**config.mk**
```make
export PLATFORM = sky130hd
export DESIGN_NAME = asp_core
export DESIGN_NICKNAME = d
export VERILOG_FILES = /design/src/asp_pkg.sv /design/src/asp_core.sv
export SDC_FILE = /design/constraint.sdc
export NUM_CORES = 1
export LEC_CHECK = 0
export ABC_AREA = 1
export BUFFER_PORTS_ARGS = -buffer_cell sky130_fd_sc_hd__buf_2
export CORE_MARGIN = 2
export CORE_UTILIZATION = 55
export DETAILED_ROUTE_END_ITERATION = 10
export PLACE_DENSITY = 0.68
export SLEW_MARGIN = 25
export SYNTH_ARGS = -nofsm -noshare
export SYNTH_HDL_FRONTEND = slang
export SYNTH_SLANG_ARGS = --single-unit
```
**constraint.sdc**
```tcl
create_clock -name clk -period 2.9 [get_ports clk]
set_input_delay 0.725 -clock clk [delete_from_list [all_inputs] [get_ports clk]]
set_output_delay 0.725 -clock clk [all_outputs]
set_load 0.01 [all_outputs]
```
**src/asp_pkg.sv**
```systemverilog
// asp_pkg: constants shared by the asynchronous serial port
// assumes byte-wide register port with 3-bit offsets
package asp_pkg;
	// ----------------------------------------
	// register offsets
	// ----------------------------------------
	localparam logic [2:0] OFS_BAUD_HIGH = 3'h0;
	localparam logic [2:0] OFS_BAUD_LOW = 3'h1;
	localparam logic [2:0] OFS_CTRL_ONE = 3'h2;
	localparam logic [2:0] OFS_CTRL_TWO = 3'h3;
	localparam logic [2:0] OFS_STAT_ONE = 3'h4;
	localparam logic [2:0] OFS_STAT_TWO = 3'h5;
	localparam logic [2:0] OFS_DATA_HIGH = 3'h6;
	localparam logic [2:0] OFS_DATA_LOW = 3'h7;
	// ----------------------------------------
	// field positions
	// ----------------------------------------
	// control_one
	localparam int B_LOOP = 7;
	localparam int B_WAIT_HALT = 6;
	localparam int B_RX_SRC = 5;
	localparam int B_NINE = 4;
	localparam int B_WAKE = 3;
	localparam int B_PAR_ON = 1;
	localparam int B_PAR_ODD = 0;
	// control_two
	localparam int B_TX_ON = 3;
	localparam int B_RX_ON = 2;
	localparam int B_RX_WAKE = 1;
	localparam int B_BREAK = 0;
	// status_two
	localparam int B_TX_DIR = 1;
	localparam int B_BRK13 = 2;
	// data_high
	localparam int B_T8 = 6;
	// ----------------------------------------
	// reset values and timing
	// ----------------------------------------
	localparam logic [7:0] RST_BAUD_HIGH = 8'h00;
	localparam logic [7:0] RST_BAUD_LOW = 8'h04;
	localparam logic [7:0] RST_CTRL = 8'h00;
	localparam logic [3:0] OVS_LAST = 4'hF;
	localparam logic [3:0] VOTE_A = 4'h7;
	localparam logic [3:0] VOTE_B = 4'h8;
	localparam logic [3:0] VOTE_C = 4'h9;
	localparam logic [7:0] IDLE_TICKS_8 = 8'hA0;
	localparam logic [7:0] IDLE_TICKS_9 = 8'hB0;
endpackage

```
**src/asp_core.sv**
```systemverilog
// asp_core: full-duplex asynchronous serial port with byte register port
// assumes one clock, wait/stop levels from the power controller, rxd async
//
// Function
// - wait mode runs normally when halt bit clear
// - halt bit plus wait stops internal clocks
// - halt bit leaves tx_on and rx_on alone
// - frames freeze at wait entry when halted
// - frozen frame continues after interrupt wake
// - reset out of wait aborts and resets
// - stop mode freezes logic, keeps registers
// - stop exit by interrupt resumes frames
// - reset out of stop aborts and resets
// - bit rate is clock over sixteen times divisor
// - thirteen-bit divisor across high and low
// - divisor accepts one through 8191
// - generator idle until first enable after reset
// - generator held off for zero divisor
// - high byte held until low byte written
// - reserved locations ignore writes, read zero; control_one bit 2 and control_two bits 7:4 read back as written
// - simultaneous nrz transmit and receive
// - sixteen samples per bit with noise check
// - eight status flags for events
// - one transmit pin, one receive pin
// - eight or nine data bits
// - start, eight or nine data, stop
// - parity in msb, even or odd
// - loop disconnects rxd, source bit chooses path
// - wake by idle line or address mark
`timescale 1ns/10ps
module asp_core
	import asp_pkg::*;
(
	input wire logic clk,
	input wire logic nrst,
	input wire logic ce,
	input wire logic wait_mode,
	input wire logic stop_mode,
	input wire logic [2:0] addr,
	input wire logic [7:0] wdata,
	input wire logic wr,
	input wire logic rd,
	output logic [7:0] rdata,
	output logic txd_out,
	output logic txd_oe_n,
	input wire logic txd_in,
	input wire logic rxd
);
	typedef enum logic [1:0] {S_IDLE, S_START, S_DATA, S_STOP} asp_state_e;

	// ----------------------------------------
	// clocking of the block
	// ----------------------------------------
	logic [7:0] ctrl_one, ctrl_two, baud_hold;
	logic [12:0] baud_divisor;
	logic clk_on, run;
	// stop mode gates the module clock; wait with the halt bit set only halts the engines
	assign clk_on = ce & ~stop_mode;
	assign run = clk_on & ~(wait_mode & ctrl_one[B_WAIT_HALT]);

	// ----------------------------------------
	// register writes
	// ----------------------------------------
	logic wr_ok, tx_dir, brk13, t8;
	assign wr_ok = wr & clk_on;

	// async reset loads every reset value, which also aborts any frame on a
	// reset exit from wait or stop
	always_ff @(posedge clk or negedge nrst) begin
		if (!nrst) begin
			baud_hold <= RST_BAUD_HIGH;
			baud_divisor <= {RST_BAUD_HIGH[4:0], RST_BAUD_LOW};
			ctrl_one <= RST_CTRL;
			tx_dir <= 1'b0;
			brk13 <= 1'b0;
			t8 <= 1'b0;
		end else if (wr_ok) begin
			case (addr)
				OFS_BAUD_HIGH: baud_hold <= wdata;
				OFS_BAUD_LOW: baud_divisor <= {baud_hold[4:0], wdata};
				OFS_CTRL_ONE: ctrl_one <= wdata;
				OFS_STAT_TWO: begin
					tx_dir <= wdata[B_TX_DIR];
					brk13 <= wdata[B_BRK13];
				end
				OFS_DATA_HIGH: t8 <= wdata[B_T8];
				default: ;
			endcase
		end
	end

	// ----------------------------------------
	// baud generator
	// ----------------------------------------
	logic started, tick;
	logic [12:0] bcnt;
	logic gen_on;
	assign gen_on = started & (baud_divisor != 13'h0000) & run;
	assign tick = gen_on & (bcnt == baud_divisor - 13'h0001);

	always_ff @(posedge clk or negedge nrst) begin
		if (!nrst) begin
			started <= 1'b0;
		end else if (clk_on && (ctrl_two[B_TX_ON] | ctrl_two[B_RX_ON])) begin
			started <= 1'b1;
		end
	end

	always_ff @(posedge clk or negedge nrst) begin
		if (!nrst) begin
			bcnt <= 13'h0000;
		end else if (clk_on) begin
			if (!started || baud_divisor == 13'h0000) begin
				bcnt <= 13'h0000;
			end else if (run) begin
				bcnt <= tick ? 13'h0000 : bcnt + 13'h0001;
			end
		end
	end

	// ----------------------------------------
	// transmitter
	// ----------------------------------------
	asp_state_e tx_st;
	logic [3:0] tx_sub, tx_bit;
	logic [8:0] tx_shift;
	logic [7:0] tx_buf;
	logic tx_empty_flag, tx_done_flag, tx_line, tx_load, nine;
	logic [8:0] tx_word;
	assign nine = ctrl_one[B_NINE];
	// loading waits for a tick so a zero divisor cannot park a start bit on the line
	assign tx_load = tick & (tx_st == S_IDLE) & ctrl_two[B_TX_ON] & ~tx_empty_flag;

	always_comb begin
		tx_word = {t8, tx_buf};
		if (ctrl_one[B_PAR_ON]) begin
			if (nine) begin
				tx_word[8] = ^tx_buf ^ ctrl_one[B_PAR_ODD];
			end else begin
				tx_word[7] = ^tx_buf[6:0] ^ ctrl_one[B_PAR_ODD];
			end
		end
	end

	always_ff @(posedge clk or negedge nrst) begin
		if (!nrst) begin
			tx_st <= S_IDLE;
			tx_sub <= 4'h0;
			tx_bit <= 4'h0;
			tx_shift <= 9'h1FF;
		end else if (tx_load) begin
			tx_shift <= tx_word;
			tx_st <= S_START;
			tx_sub <= 4'h0;
			tx_bit <= 4'h0;
		end else if (tick && tx_st != S_IDLE) begin
			tx_sub <= tx_sub + 4'h1;
			if (tx_sub == OVS_LAST) begin
				case (tx_st)
					S_START: tx_st <= S_DATA;
					S_DATA: begin
						tx_shift <= {1'b1, tx_shift[8:1]};
						tx_bit <= tx_bit + 4'h1;
						if (tx_bit == (nine ? 4'h8 : 4'h7)) begin
							tx_st <= S_STOP;
						end
					end
					S_STOP: tx_st <= S_IDLE;
					default: tx_st <= S_IDLE;
				endcase
			end
		end
	end

	always_comb begin
		case (tx_st)
			S_START: tx_line = 1'b0;
			S_DATA: tx_line = tx_shift[0];
			S_STOP: tx_line = 1'b1;
			default: tx_line = ~ctrl_two[B_BREAK];
		endcase
	end

	logic tx_end;
	assign tx_end = tick & (tx_st == S_STOP) & (tx_sub == OVS_LAST);

	always_ff @(posedge clk or negedge nrst) begin
		if (!nrst) begin
			tx_buf <= 8'h00;
			tx_empty_flag <= 1'b1;
			tx_done_flag <= 1'b1;
		end else if (clk_on) begin
			if (wr_ok && addr == OFS_DATA_LOW) begin
				tx_buf <= wdata;
				tx_empty_flag <= 1'b0;
				tx_done_flag <= 1'b0;
			end else begin
				if (tx_load) begin
					tx_empty_flag <= 1'b1;
				end
				if (tx_end && tx_empty_flag) begin
					tx_done_flag <= 1'b1;
				end
			end
		end
	end

	// single-wire mode only drives the pin while the direction bit says so
	always_ff @(posedge clk or negedge nrst) begin
		if (!nrst) begin
			txd_out <= 1'b1;
			txd_oe_n <= 1'b0;
		end else if (clk_on) begin
			txd_out <= tx_line;
			txd_oe_n <= ctrl_one[B_LOOP] & ctrl_one[B_RX_SRC] & ~tx_dir;
		end
	end

	// ----------------------------------------
	// receive input path
	// ----------------------------------------
	logic rxd_s1, rxd_s2, txi_s1, txi_s2, rx_in;
	always_ff @(posedge clk or negedge nrst) begin
		if (!nrst) begin
			rxd_s1 <= 1'b1;
			rxd_s2 <= 1'b1;
			txi_s1 <= 1'b1;
			txi_s2 <= 1'b1;
		end else if (clk_on) begin
			rxd_s1 <= rxd;
			rxd_s2 <= rxd_s1;
			txi_s1 <= txd_in;
			txi_s2 <= txi_s1;
		end
	end

	always_comb begin
		if (!ctrl_one[B_LOOP]) begin
			rx_in = rxd_s2;
		end else if (ctrl_one[B_RX_SRC]) begin
			rx_in = txi_s2;
		end else begin
			rx_in = tx_line;
		end
	end

	// ----------------------------------------
	// receiver
	// ----------------------------------------
	asp_state_e rx_st;
	logic [3:0] rx_sub, rx_bit;
	logic [8:0] rx_shift;
	logic vote_a, vote_b, rx_noise, rx_done, rx_ferr, bit_val, bit_noisy;
	assign bit_val = (vote_a & vote_b) | (vote_a & rx_in) | (vote_b & rx_in);
	assign bit_noisy = ~(vote_a == vote_b && vote_b == rx_in);

	always_ff @(posedge clk or negedge nrst) begin
		if (!nrst) begin
			rx_st <= S_IDLE;
			rx_sub <= 4'h0;
			rx_bit <= 4'h0;
			rx_shift <= 9'h000;
			vote_a <= 1'b1;
			vote_b <= 1'b1;
			rx_noise <= 1'b0;
			rx_done <= 1'b0;
			rx_ferr <= 1'b0;
		end else if (run) begin
			rx_done <= 1'b0;
			if (tick && ctrl_two[B_RX_ON]) begin
				rx_sub <= rx_sub + 4'h1;
				if (rx_sub == VOTE_A) begin
					vote_a <= rx_in;
				end
				if (rx_sub == VOTE_B) begin
					vote_b <= rx_in;
				end
				case (rx_st)
					S_IDLE: begin
						rx_sub <= 4'h1;
						if (!rx_in) begin
							rx_st <= S_START;
							rx_noise <= 1'b0;
							rx_bit <= 4'h0;
						end
					end
					S_START: if (rx_sub == VOTE_C) begin
						rx_noise <= bit_noisy;
						if (bit_val) begin
							rx_st <= S_IDLE;
						end
					end else if (rx_sub == OVS_LAST) begin
						rx_st <= S_DATA;
					end
					S_DATA: if (rx_sub == VOTE_C) begin
						rx_noise <= rx_noise | bit_noisy;
						rx_shift <= nine ? {bit_val, rx_shift[8:1]} :
							{1'b0, bit_val, rx_shift[7:1]};
					end else if (rx_sub == OVS_LAST) begin
						rx_bit <= rx_bit + 4'h1;
						if (rx_bit == (nine ? 4'h8 : 4'h7)) begin
							rx_st <= S_STOP;
						end
					end
					S_STOP: if (rx_sub == VOTE_C) begin
						// stop ends mid-bit so the next start edge is not missed
						rx_noise <= rx_noise | bit_noisy;
						rx_ferr <= ~bit_val;
						rx_done <= 1'b1;
						rx_st <= S_IDLE;
					end
					default: rx_st <= S_IDLE;
				endcase
			end else if (!ctrl_two[B_RX_ON]) begin
				rx_st <= S_IDLE;
			end
		end
	end

	// ----------------------------------------
	// receive flags, wake-up and idle line
	// ----------------------------------------
	logic [8:0] rx_buf;
	logic rx_full_flag, ovr_flag, noise_flag, framing_err_flag, parity_err_flag;
	logic idle_flag, idle_armed, rx_wake, sr1_seen, clr_rx, rx_accept, idle_hit, msb_one;
	logic [7:0] idle_cnt;
	assign msb_one = nine ? rx_shift[8] : rx_shift[7];
	// address mark frame both wakes the receiver and is taken in
	// rx_done stays high through a halted wait, so the frame is taken only while running
	assign rx_accept = run & rx_done &
		(~ctrl_two[B_RX_WAKE] | (ctrl_one[B_WAKE] & msb_one));
	assign clr_rx = rd & clk_on & (addr == OFS_DATA_LOW) & sr1_seen;
	assign idle_hit = tick & (rx_st == S_IDLE) & rx_in &
		(idle_cnt == (nine ? IDLE_TICKS_9 : IDLE_TICKS_8) - 8'h01);

	always_ff @(posedge clk or negedge nrst) begin
		if (!nrst) begin
			idle_cnt <= 8'h00;
		end else if (run) begin
			if (rx_st != S_IDLE || !rx_in) begin
				idle_cnt <= 8'h00;
			end else if (tick && !idle_hit) begin
				idle_cnt <= idle_cnt + 8'h01;
			end
		end
	end

	always_ff @(posedge clk or negedge nrst) begin
		if (!nrst) begin
			sr1_seen <= 1'b0;
		end else if (rd && clk_on) begin
			sr1_seen <= (addr == OFS_STAT_ONE) | (sr1_seen & addr != OFS_DATA_LOW);
		end
	end

	// set wins over the software clear in every flag below but ovr_flag, which a clear in the same cycle keeps low
	always_ff @(posedge clk or negedge nrst) begin
		if (!nrst) begin
			rx_buf <= 9'h000;
			rx_full_flag <= 1'b0;
			ovr_flag <= 1'b0;
			noise_flag <= 1'b0;
			framing_err_flag <= 1'b0;
			parity_err_flag <= 1'b0;
			idle_flag <= 1'b0;
			idle_armed <= 1'b0;
		end else if (clk_on) begin
			if (clr_rx) begin
				rx_full_flag <= 1'b0;
				ovr_flag <= 1'b0;
				noise_flag <= 1'b0;
				framing_err_flag <= 1'b0;
				parity_err_flag <= 1'b0;
				idle_flag <= 1'b0;
			end
			if (rx_accept && rx_full_flag && !clr_rx) begin
				ovr_flag <= 1'b1;
			end else if (rx_accept) begin
				rx_buf <= rx_shift;
				rx_full_flag <= 1'b1;
				noise_flag <= rx_noise;
				framing_err_flag <= rx_ferr;
				parity_err_flag <= ctrl_one[B_PAR_ON] &
					(^(nine ? rx_shift : {1'b0, rx_shift[7:0]}) ^ ctrl_one[B_PAR_ODD]);
			end
			if (rx_done) begin
				idle_armed <= 1'b1;
			end else if (idle_hit && idle_armed) begin
				idle_flag <= ~ctrl_two[B_RX_WAKE];
				idle_armed <= 1'b0;
			end
		end
	end

	// control_two, with the wake bit cleared by hardware
	always_ff @(posedge clk or negedge nrst) begin
		if (!nrst) begin
			ctrl_two <= RST_CTRL;
		end else if (clk_on) begin
			if (wr_ok && addr == OFS_CTRL_TWO) begin
				ctrl_two <= wdata;
			end else if ((idle_hit && !ctrl_one[B_WAKE]) || (rx_done && rx_accept)) begin
				ctrl_two[B_RX_WAKE] <= 1'b0;
			end
		end
	end

	// ----------------------------------------
	// register reads, answered one cycle later
	// ----------------------------------------
	always_ff @(posedge clk or negedge nrst) begin
		if (!nrst) begin
			rdata <= 8'h00;
		end else if (clk_on) begin
			rdata <= 8'h00;
			if (rd) begin
				case (addr)
					OFS_BAUD_HIGH: rdata <= {3'h0, baud_divisor[12:8]};
					OFS_BAUD_LOW: rdata <= baud_divisor[7:0];
					OFS_CTRL_ONE: rdata <= ctrl_one;
					OFS_CTRL_TWO: rdata <= ctrl_two;
					OFS_STAT_ONE: rdata <= {tx_empty_flag, tx_done_flag, rx_full_flag, idle_flag,
						ovr_flag, noise_flag, framing_err_flag, parity_err_flag};
					OFS_STAT_TWO: rdata <= {5'h00, brk13, tx_dir, rx_st != S_IDLE};
					OFS_DATA_HIGH: rdata <= {rx_buf[8], t8, 6'h00};
					OFS_DATA_LOW: rdata <= rx_buf[7:0];
					default: rdata <= 8'h00;
				endcase
			end
		end
	end

	// ----------------------------------------
	// checks
	// ----------------------------------------
	wait_runs_a: assert property (@(posedge clk) disable iff (!nrst)
		(ce && !stop_mode && !ctrl_one[B_WAIT_HALT]) |-> run)
		else $error("port halted in wait with halt bit clear");
	halt_freeze_a: assert property (@(posedge clk) disable iff (!nrst)
		(!run ##1 !run) |-> ($stable(tx_sub) && $stable(rx_sub) && $stable(bcnt)))
		else $error("frame moved while halted");
	zero_div_a: assert property (@(posedge clk) disable iff (!nrst)
		(baud_divisor == 13'h0000) |-> !tick)
		else $error("baud tick with zero divisor");
	not_started_a: assert property (@(posedge clk) disable iff (!nrst)
		!started |-> (!tick && tx_st == S_IDLE))
		else $error("generator active before first enable");
	high_hold_a: assert property (@(posedge clk) disable iff (!nrst)
		(wr_ok && addr == OFS_BAUD_HIGH) |=> $stable(baud_divisor))
		else $error("high byte write changed divisor");
	resv_read_a: assert property (@(posedge clk) disable iff (!nrst)
		(rd && clk_on && addr == OFS_STAT_TWO) |=> (rdata[7:3] == 5'h00))
		else $error("reserved bits read nonzero");
	rx_full_a: assert property (@(posedge clk) disable iff (!nrst)
		(rx_accept && !rx_full_flag && clk_on) |=> (rx_full_flag && rx_buf == $past(rx_shift)))
		else $error("accepted frame not stored");
	overrun_a: assert property (@(posedge clk) disable iff (!nrst)
		(rx_accept && rx_full_flag && !clr_rx && clk_on) |=> (ovr_flag && $stable(rx_buf)))
		else $error("overrun not flagged or data lost");
	loop_path_a: assert property (@(posedge clk) disable iff (!nrst)
		(ctrl_one[B_LOOP] && !ctrl_one[B_RX_SRC]) |-> (rx_in == tx_line))
		else $error("loop path not internal");
	start_bit_a: assert property (@(posedge clk) disable iff (!nrst)
		(tx_load && clk_on) |=> (tx_st == S_START && tx_empty_flag) ##1 (txd_out == 1'b0))
		else $error("start bit not sent after load");

endmodule // asp_core

```
==> results_dict.tcl, run 1 <==
set metrics [dict create \
    seq_area_um2 3600 \
    synth_edf_count 0 \
    grt_pass1_wl_mm 32.6 \
    fin_crit_ns 2.62 \
    netlist_instances 1012 \
    setup_viol 0 \
    hold_class "input pin to async pin" \
    fin_crit_sh 0.903 \
    skew_ns 0.0109 \
    dp_slack_ns 0.191 \
    leakage_uw 0.00445 \
    first_global_vias 6513 \
    final_area_um2 8970 \
    antenna_left 0 \
    place_area_um2 8400 \
    rsz0062_at_grt "false" \
    crit_path_end_kind "flip-flop" \
    cts_htree_levels 4 \
    finalMaxSlewViolations 0 \
    firstDrtPassIters 5 \
    multi_input_area_um2 3720 \
    hold_viol 0 \
    antenna_found_initial 0 \
    overflow 0 \
    die_area_um2 15300 \
    die_height_um 124 \
    rows 43 \
    vias 6855 \
    core_area_um2 13900 \
    final_cells 1259 \
    setup_ws_ns 0.283 \
    cts_setup_buffers 0 \
    wirelength_mm 19.9 \
    clk_latency_ns 0.43 \
    cap_violations 0 \
    irDropWorstVdd_v 0.000481 \
    syn_to_final_growth_pct 13.5 \
    critical_path_arrival_ns 2.92 \
    drive_above_1_share 0.132 \
    ys.flop_type "dfrtp_1" \
    dp_hpwl_mm 14.7 \
    cts-root-buf "clkbuf_16" \
    setup_tns_ns 0 \
    clk_path_buf_depth 2 \
    start_util 0.567 \
    synthArstFlopShare 1.00 \
    antenna_cells 0 \
    cts_tree "done" \
    power.density_nw_per_um2 686 \
    place_congestion 0.958 \
    critPathLaunchType "flip-flop" \
    worst-setup-path-type "flip-flop to flip-flop" \
    clkTransAtPathRegs_ns 0.06 \
    io_buffer_count 29 \
    wire_per_inst_um 15.8 \
    worst_pin_slew_ns 0.812 \
    drc_errors 0 \
    final_core_util 0.644 \
    place_inst 1228 \
    via_per_inst 5.44 \
    outcome "completed" \
    avgSynthCellArea_um2 7.81 \
    synth-seq-area-share 0.456 \
    dieWidth_um 124 \
    slew_headroom 0.453 \
    synth_cell_type_count 53 \
    track_usage 0.284 \
    yosysWarnings 0 \
    ys_ff_latch 143 \
    synth_nets 1047 \
    cp_max_fo 8 \
    clock_sinks 143 \
    max_freq_mhz 382 \
    io_pins 30 \
    grt_max_degree 91 \
    initialDrtViolationCount 649 \
    numCtsBuffers 17 \
    worstPathRequired_ns 3.21 \
    fin_nets 1102 \
    fillerInstances 1228 \
    syn_area_um2 7900 \
]
where the power goes:
part	total [µW]	switching (µW)	internal (µW)
clock network	2100	873	1230
logic	1510	970	539
registers	2550	283	2260
cell type report:
type | count | share of cell area
Timing Repair Buffer | 52 | 0.0389
Multi-Input combinational cell | 718 | 0.415
Tap cell | 180 | 0.0251
Inverter | 135 | 0.0565
Sequential cell | 143 | 0.402
Clock inverter | 11 | 0.0123
Clock buffer | 20 | 0.0509
path summary, 6_finish.rpt:
kind                            depth (start not counted)           to     start  slack [ns]
worst max-delay path                                   15     rx_st[0]  tx_st[0]        0.28
worst min-delay path                                    2  rx_shift[0]      nrst        0.26
worst max register to register                         15     rx_st[0]  tx_st[0]        0.28
worst min register to register                          2       rxd_s1    rxd_s1        0.46
max in group asynchronous                               2  tx_shift[2]      nrst        2.15
min in group clk                                        2       rxd_s1    rxd_s1        0.46
cells by family (layout without fill, tap and decap cells):
| logic type | after synthesis | count (layout) | synth area share |
|---|---|---|---|
| DFF | 143 | 143 | 0.456 |
| adders and majority gates | 15 | 15 | 0.0238 |
| buffers and inverters | 151 | 218 | 0.0736 |
| and+or+nand+nor | 489 | 489 | 0.278 |
| xor gates and xnor gates | 39 | 39 | 0.0432 |
| AOI/OAI and AO/OA | 175 | 175 | 0.125 |
registers in the layout, summed over array words and instances (netlist names), 5 cells and up:
signal        cells
baud_divisor     13
bcnt             13
rx_buf            9
rx_shift          9
tx_shift          9
ctrl_one          8
ctrl_two          8
idle_cnt          8
rdata             8
tx_buf            8
baud_hold         5
cells in the mapped netlist (7+ instances only):
library cell / count / area share
a21oi_1: 38 / 0.024
nor3_1: 10 / 0.0063
nor2_1: 80 / 0.038
a22oi_1: 7 / 0.0067
nand3_1: 81 / 0.051
dfstp_2: 19 / 0.063
nand2_1: 262 / 0.12
ha_1: 15 / 0.024
xor2_1: 23 / 0.025
o21ai_0: 95 / 0.060
xnor2_1: 16 / 0.018
dfrtp_1: 124 / 0.39
inv_2: 8 / 0.0038
clkbuf_1: 7 / 0.0033
o22ai_1: 10 / 0.0079
nand4_1: 15 / 0.012
inv_1: 126 / 0.060
nor2_2: 7 / 0.0055
critical path, cell delays in order (launching register included):
cell      delay (ns)
dfrtp_1         0.38
inv_1           0.10
ha_1            0.33
a21oi_1         0.12
nand2_1         0.08
o21ai_0         0.16
o21ai_1         0.23
and2_1          0.23
ha_1            0.17
inv_1           0.03
nand3_1         0.14
o21bai_1        0.08
o21ai_0         0.19
nand2_1         0.12
nand2_1         0.07
o21ai_0         0.08
placed cells by master, fill, tap and decap left out, types with 15 or more instances in the layout:
cell,instances
nand2_1,261
inv_1,126
dfrtp_1,124
o21ai_0,94
nand3_1,81
nor2_1,80
a21oi_1,38
buf_2,28
xor2_1,23
buf_4,21
dfstp_2,19
clkbuf_16,17
xnor2_1,16
nand4_1,15
ha_1,15
metal layers:
metal	vias to the layer above	wire [µm]	track usage
met5	-	0	0
met1	3214	8930	0.367
met3	60	865	0.0646
li1	3416	-	-
met2	165	9320	0.458
met4	0	754	0.124
stage by stage:
stage               hold WS [ns]  total power [µW]
floorplan                  0.429              3620
global placement           0.457              4040
detailed placement         0.460              4060
CTS                        0.267              6180
global route               0.260              6530
finish                     0.256              6160
timing repair:
| action | 4_1_cts | 5_1_grt |
|---|---|---|
| hold buffers | 0 | 0 |
| endpoints found under the setup margin | 0 | 10 |
| gates resized for setup | 0 | 2 |
| hold endpoints to repair | 0 | 0 |
Note: power is estimated with default switching activity, not from simulation.
==> run 2: changes to the inputs <==
Settings changed: ABC_AREA 1 to default.
==> run 2 against run 1 <==
Against the previous run: the run now ends with negative setup slack left; die area is 0.98% lower; core utilization rose by 2.9 points; non-clock buffer count grew 53; cell count fell by 16%.
==> results_dict.tcl, run 2 <==
set metrics [dict create \
    dp_slack_ns -0.100 \
    fin_crit_sh 1.02 \
    synthXorXnorAreaFrac 0.0358 \
    wirelength_mm 20.5 \
    rows 43 \
    synth_edf_count 0 \
    crit_path_end_kind "flip-flop" \
    leakage_uw 0.00424 \
    power_frac_comb 0.221 \
    clk_path_buf_depth 2 \
    avgSynthCellArea_um2 10.1 \
    wire_per_inst_um 19.4 \
    netlist_instances 777 \
    violations "negative setup slack" \
    synth_fa_ha_area_frac 0.0240 \
    final_cell_mix "dfrtp_1, nand2_1, buf_4" \
    dieWidth_um 123 \
    setup_ws_ns -0.0720 \
    die_area_um2 15200 \
    finalMaxSlewViolations 0 \
    p_clk_frac 0.371 \
    antenna_cells 0 \
    cp_top_family "simple AND/OR/NAND/NOR gates" \
    setup_viol 21 \
    synthSimpleGateAreaFrac 0.185 \
    ys.flop_type "dfrtp_1" \
    grt_max_degree 71 \
    clock_sinks 143 \
    hold_viol 0 \
    place_inst 1016 \
    firstDrtPassIters 5 \
    setup_tns_ns -0.987 \
    yosysTopAreaCellShare 0.397 \
    synth_most_common_cell "dfrtp_1" \
    synth_top_family_by_area "simple AND/OR/NAND/NOR gates" \
    syn_area_um2 7820 \
    synthTopCellsByArea "dfrtp_1, mux2_2, dfstp_2" \
    cap_violations 0 \
    dp_hpwl_mm 14.7 \
    outcome "finished with violations" \
    max_freq_mhz 336 \
    critical_path_arrival_ns 3.29 \
    skew_ns 0.00665 \
    io_buffer_count 29 \
    drc_errors 0 \
    power_uw 5930 \
    synth-seq-area-share 0.461 \
    pwr-share-seq 0.408 \
    cts-root-buf "clkbuf_16" \
    synth_area_leader_cell "dfrtp_1" \
    clk_latency_ns 0.44 \
    die_height_um 123 \
    top_regs "baud_divisor x13, bcnt x13" \
    io_pins 30 \
    timing.critical_path.buf_inv 1 \
    cts_tree "done" \
    antenna_left 0 \
    antenna_found_initial 0 \
    slew_headroom 0.572 \
    crit_slowest_cell "or4_4" \
    grt_pass1_wl_mm 33.0 \
    vias 6358 \
    ys_ff_latch 143 \
    place_congestion 0.928 \
    power.density_nw_per_um2 635 \
    synth_nets 812 \
    p_sw_uw 1830 \
    synth_cell_type_count 71 \
    worstPathRequired_ns 3.22 \
    overflow 0 \
    drive_above_1_share 0.304 \
    p_sw_frac 0.308 \
    fin_crit_ns 2.97 \
    synth_compound_area_frac 0.136 \
    worst-setup-path-type "flip-flop to flip-flop" \
    synth_commonest_cells "dfrtp_1, nand2_1, mux2_2" \
    rsz0062_at_grt "true" \
    first_global_vias 6228 \
    synthArstFlopShare 1.00 \
    final_cells 1058 \
    worst_pin_slew_ns 0.642 \
    track_usage 0.288 \
    start_util 0.563 \
    critPathLaunchType "flip-flop" \
    r2r_slack_ns -0.07 \
    final_common_cell "dfrtp_1" \
    internal_power_uw 4100 \
    cts_htree_levels 4 \
    cp_max_fo 9 \
    max_stage_delay_ns 0.52 \
    yosysWarnings 0 \
    fin_nets 900 \
    yosys-mux-area-fraction 0.124 \
    hold_class "input pin to async pin" \
    clkTransAtPathRegs_ns 0.06 \
    path_cells "inv_2 -> ha_4 -> or3b_4 -> a211o_1 -> nor4b_4 -> nand3_2 -> or4_4 -> nand3b_4 -> mux2_2" \
    via_per_inst 6.01 \
    numCtsBuffers 17 \
    ctsHoldBuffers 0 \
    syn_to_final_growth_pct 19.4 \
    irDropWorstVdd_v 0.000492 \
    initialDrtViolationCount 561 \
    core_area_um2 13900 \
]
[run 2: kinds of logic after synthesis]
logic type               count (synthesis)
adder cells (fa/ha/maj)                 15
AND/OR/NAND/NOR                        273
AO/OA/AOI/OAI                          163
multiplexers                            83
XOR/XNOR                                32
flip-flops                             143
buffers and inverters                   68
[run 2: area by class of cell]
class / instances / area (µm²)
clock buffer: 18 / 429
clock inverter: 14 / 158
fill: 1068 / 4550
inverter: 31 / 116
multi-input combinational: 567 / 4060
sequential: 143 / 3600
tap: 180 / 225
timing repair buffer: 105 / 742
[run 2: path summary, 6_finish.rpt]
| path | start | to | depth (start not counted) |
|---|---|---|---|
| setup / recovery | baud_divisor[1] | rx_shift[6] | 9 |
| hold / removal | nrst | idle_cnt[6] | 1 |
| setup reg to reg | baud_divisor[1] | rx_shift[6] | 9 |
| hold reg to reg | txi_s1 | txi_s2 | 2 |
| max in group asynchronous | nrst | tx_shift[0] | 2 |
| min in group clk | txi_s1 | txi_s2 | 2 |
[run 2: worst reg2reg max path, cell delays in order, from the launching register on]
cell,delay (ns)
dfrtp_1,0.39
inv_2,0.08
ha_4,0.13
or3b_4,0.37
a211o_1,0.30
nor4b_4,0.31
nand3_2,0.18
or4_4,0.53
nand3b_4,0.26
mux2_2,0.31
[run 2: power groups by stage]
| stage | registers [µW] | clock network, µW | logic (µW) |
|---|---|---|---|
| CTS | 2410 | 2220 | 1290 |
| finish | 2420 | 2200 | 1310 |
| global route | 2450 | 2310 | 1430 |
| global placement | 2430 | 0 | 1230 |
| detailed placement | 2450 | 0 | 1250 |
| floorplan | 2360 | 0 | 832 |
[run 2: stage by stage]
step                      hold WS [ns]  cell area [µm²]   util
final                            0.288             9330  0.672
after global routing             0.337             9330  0.672
after CTS                        0.309             9220  0.665
after detailed placement         0.451             8580  0.618
after global placement           0.441             8580  0.618
after floorplan                  0.427             7860      -
[run 2: per-layer routing]
layer  vias up  global-route usage  part of all wire
met5         -                   0                 0
met4         0               0.134             0.031
met3        43              0.0507             0.052
met2       205               0.443              0.47
met1      3128               0.398              0.44
li1       2982                   -                 -
[run 2: repair_timing]
item,CTS,global route
gates cloned,0,1
resized for setup,7,16
endpoints found under the hold margin,0,0
setup endpoints to repair,31,54
pin swaps,4,8
setup buffers,4,5
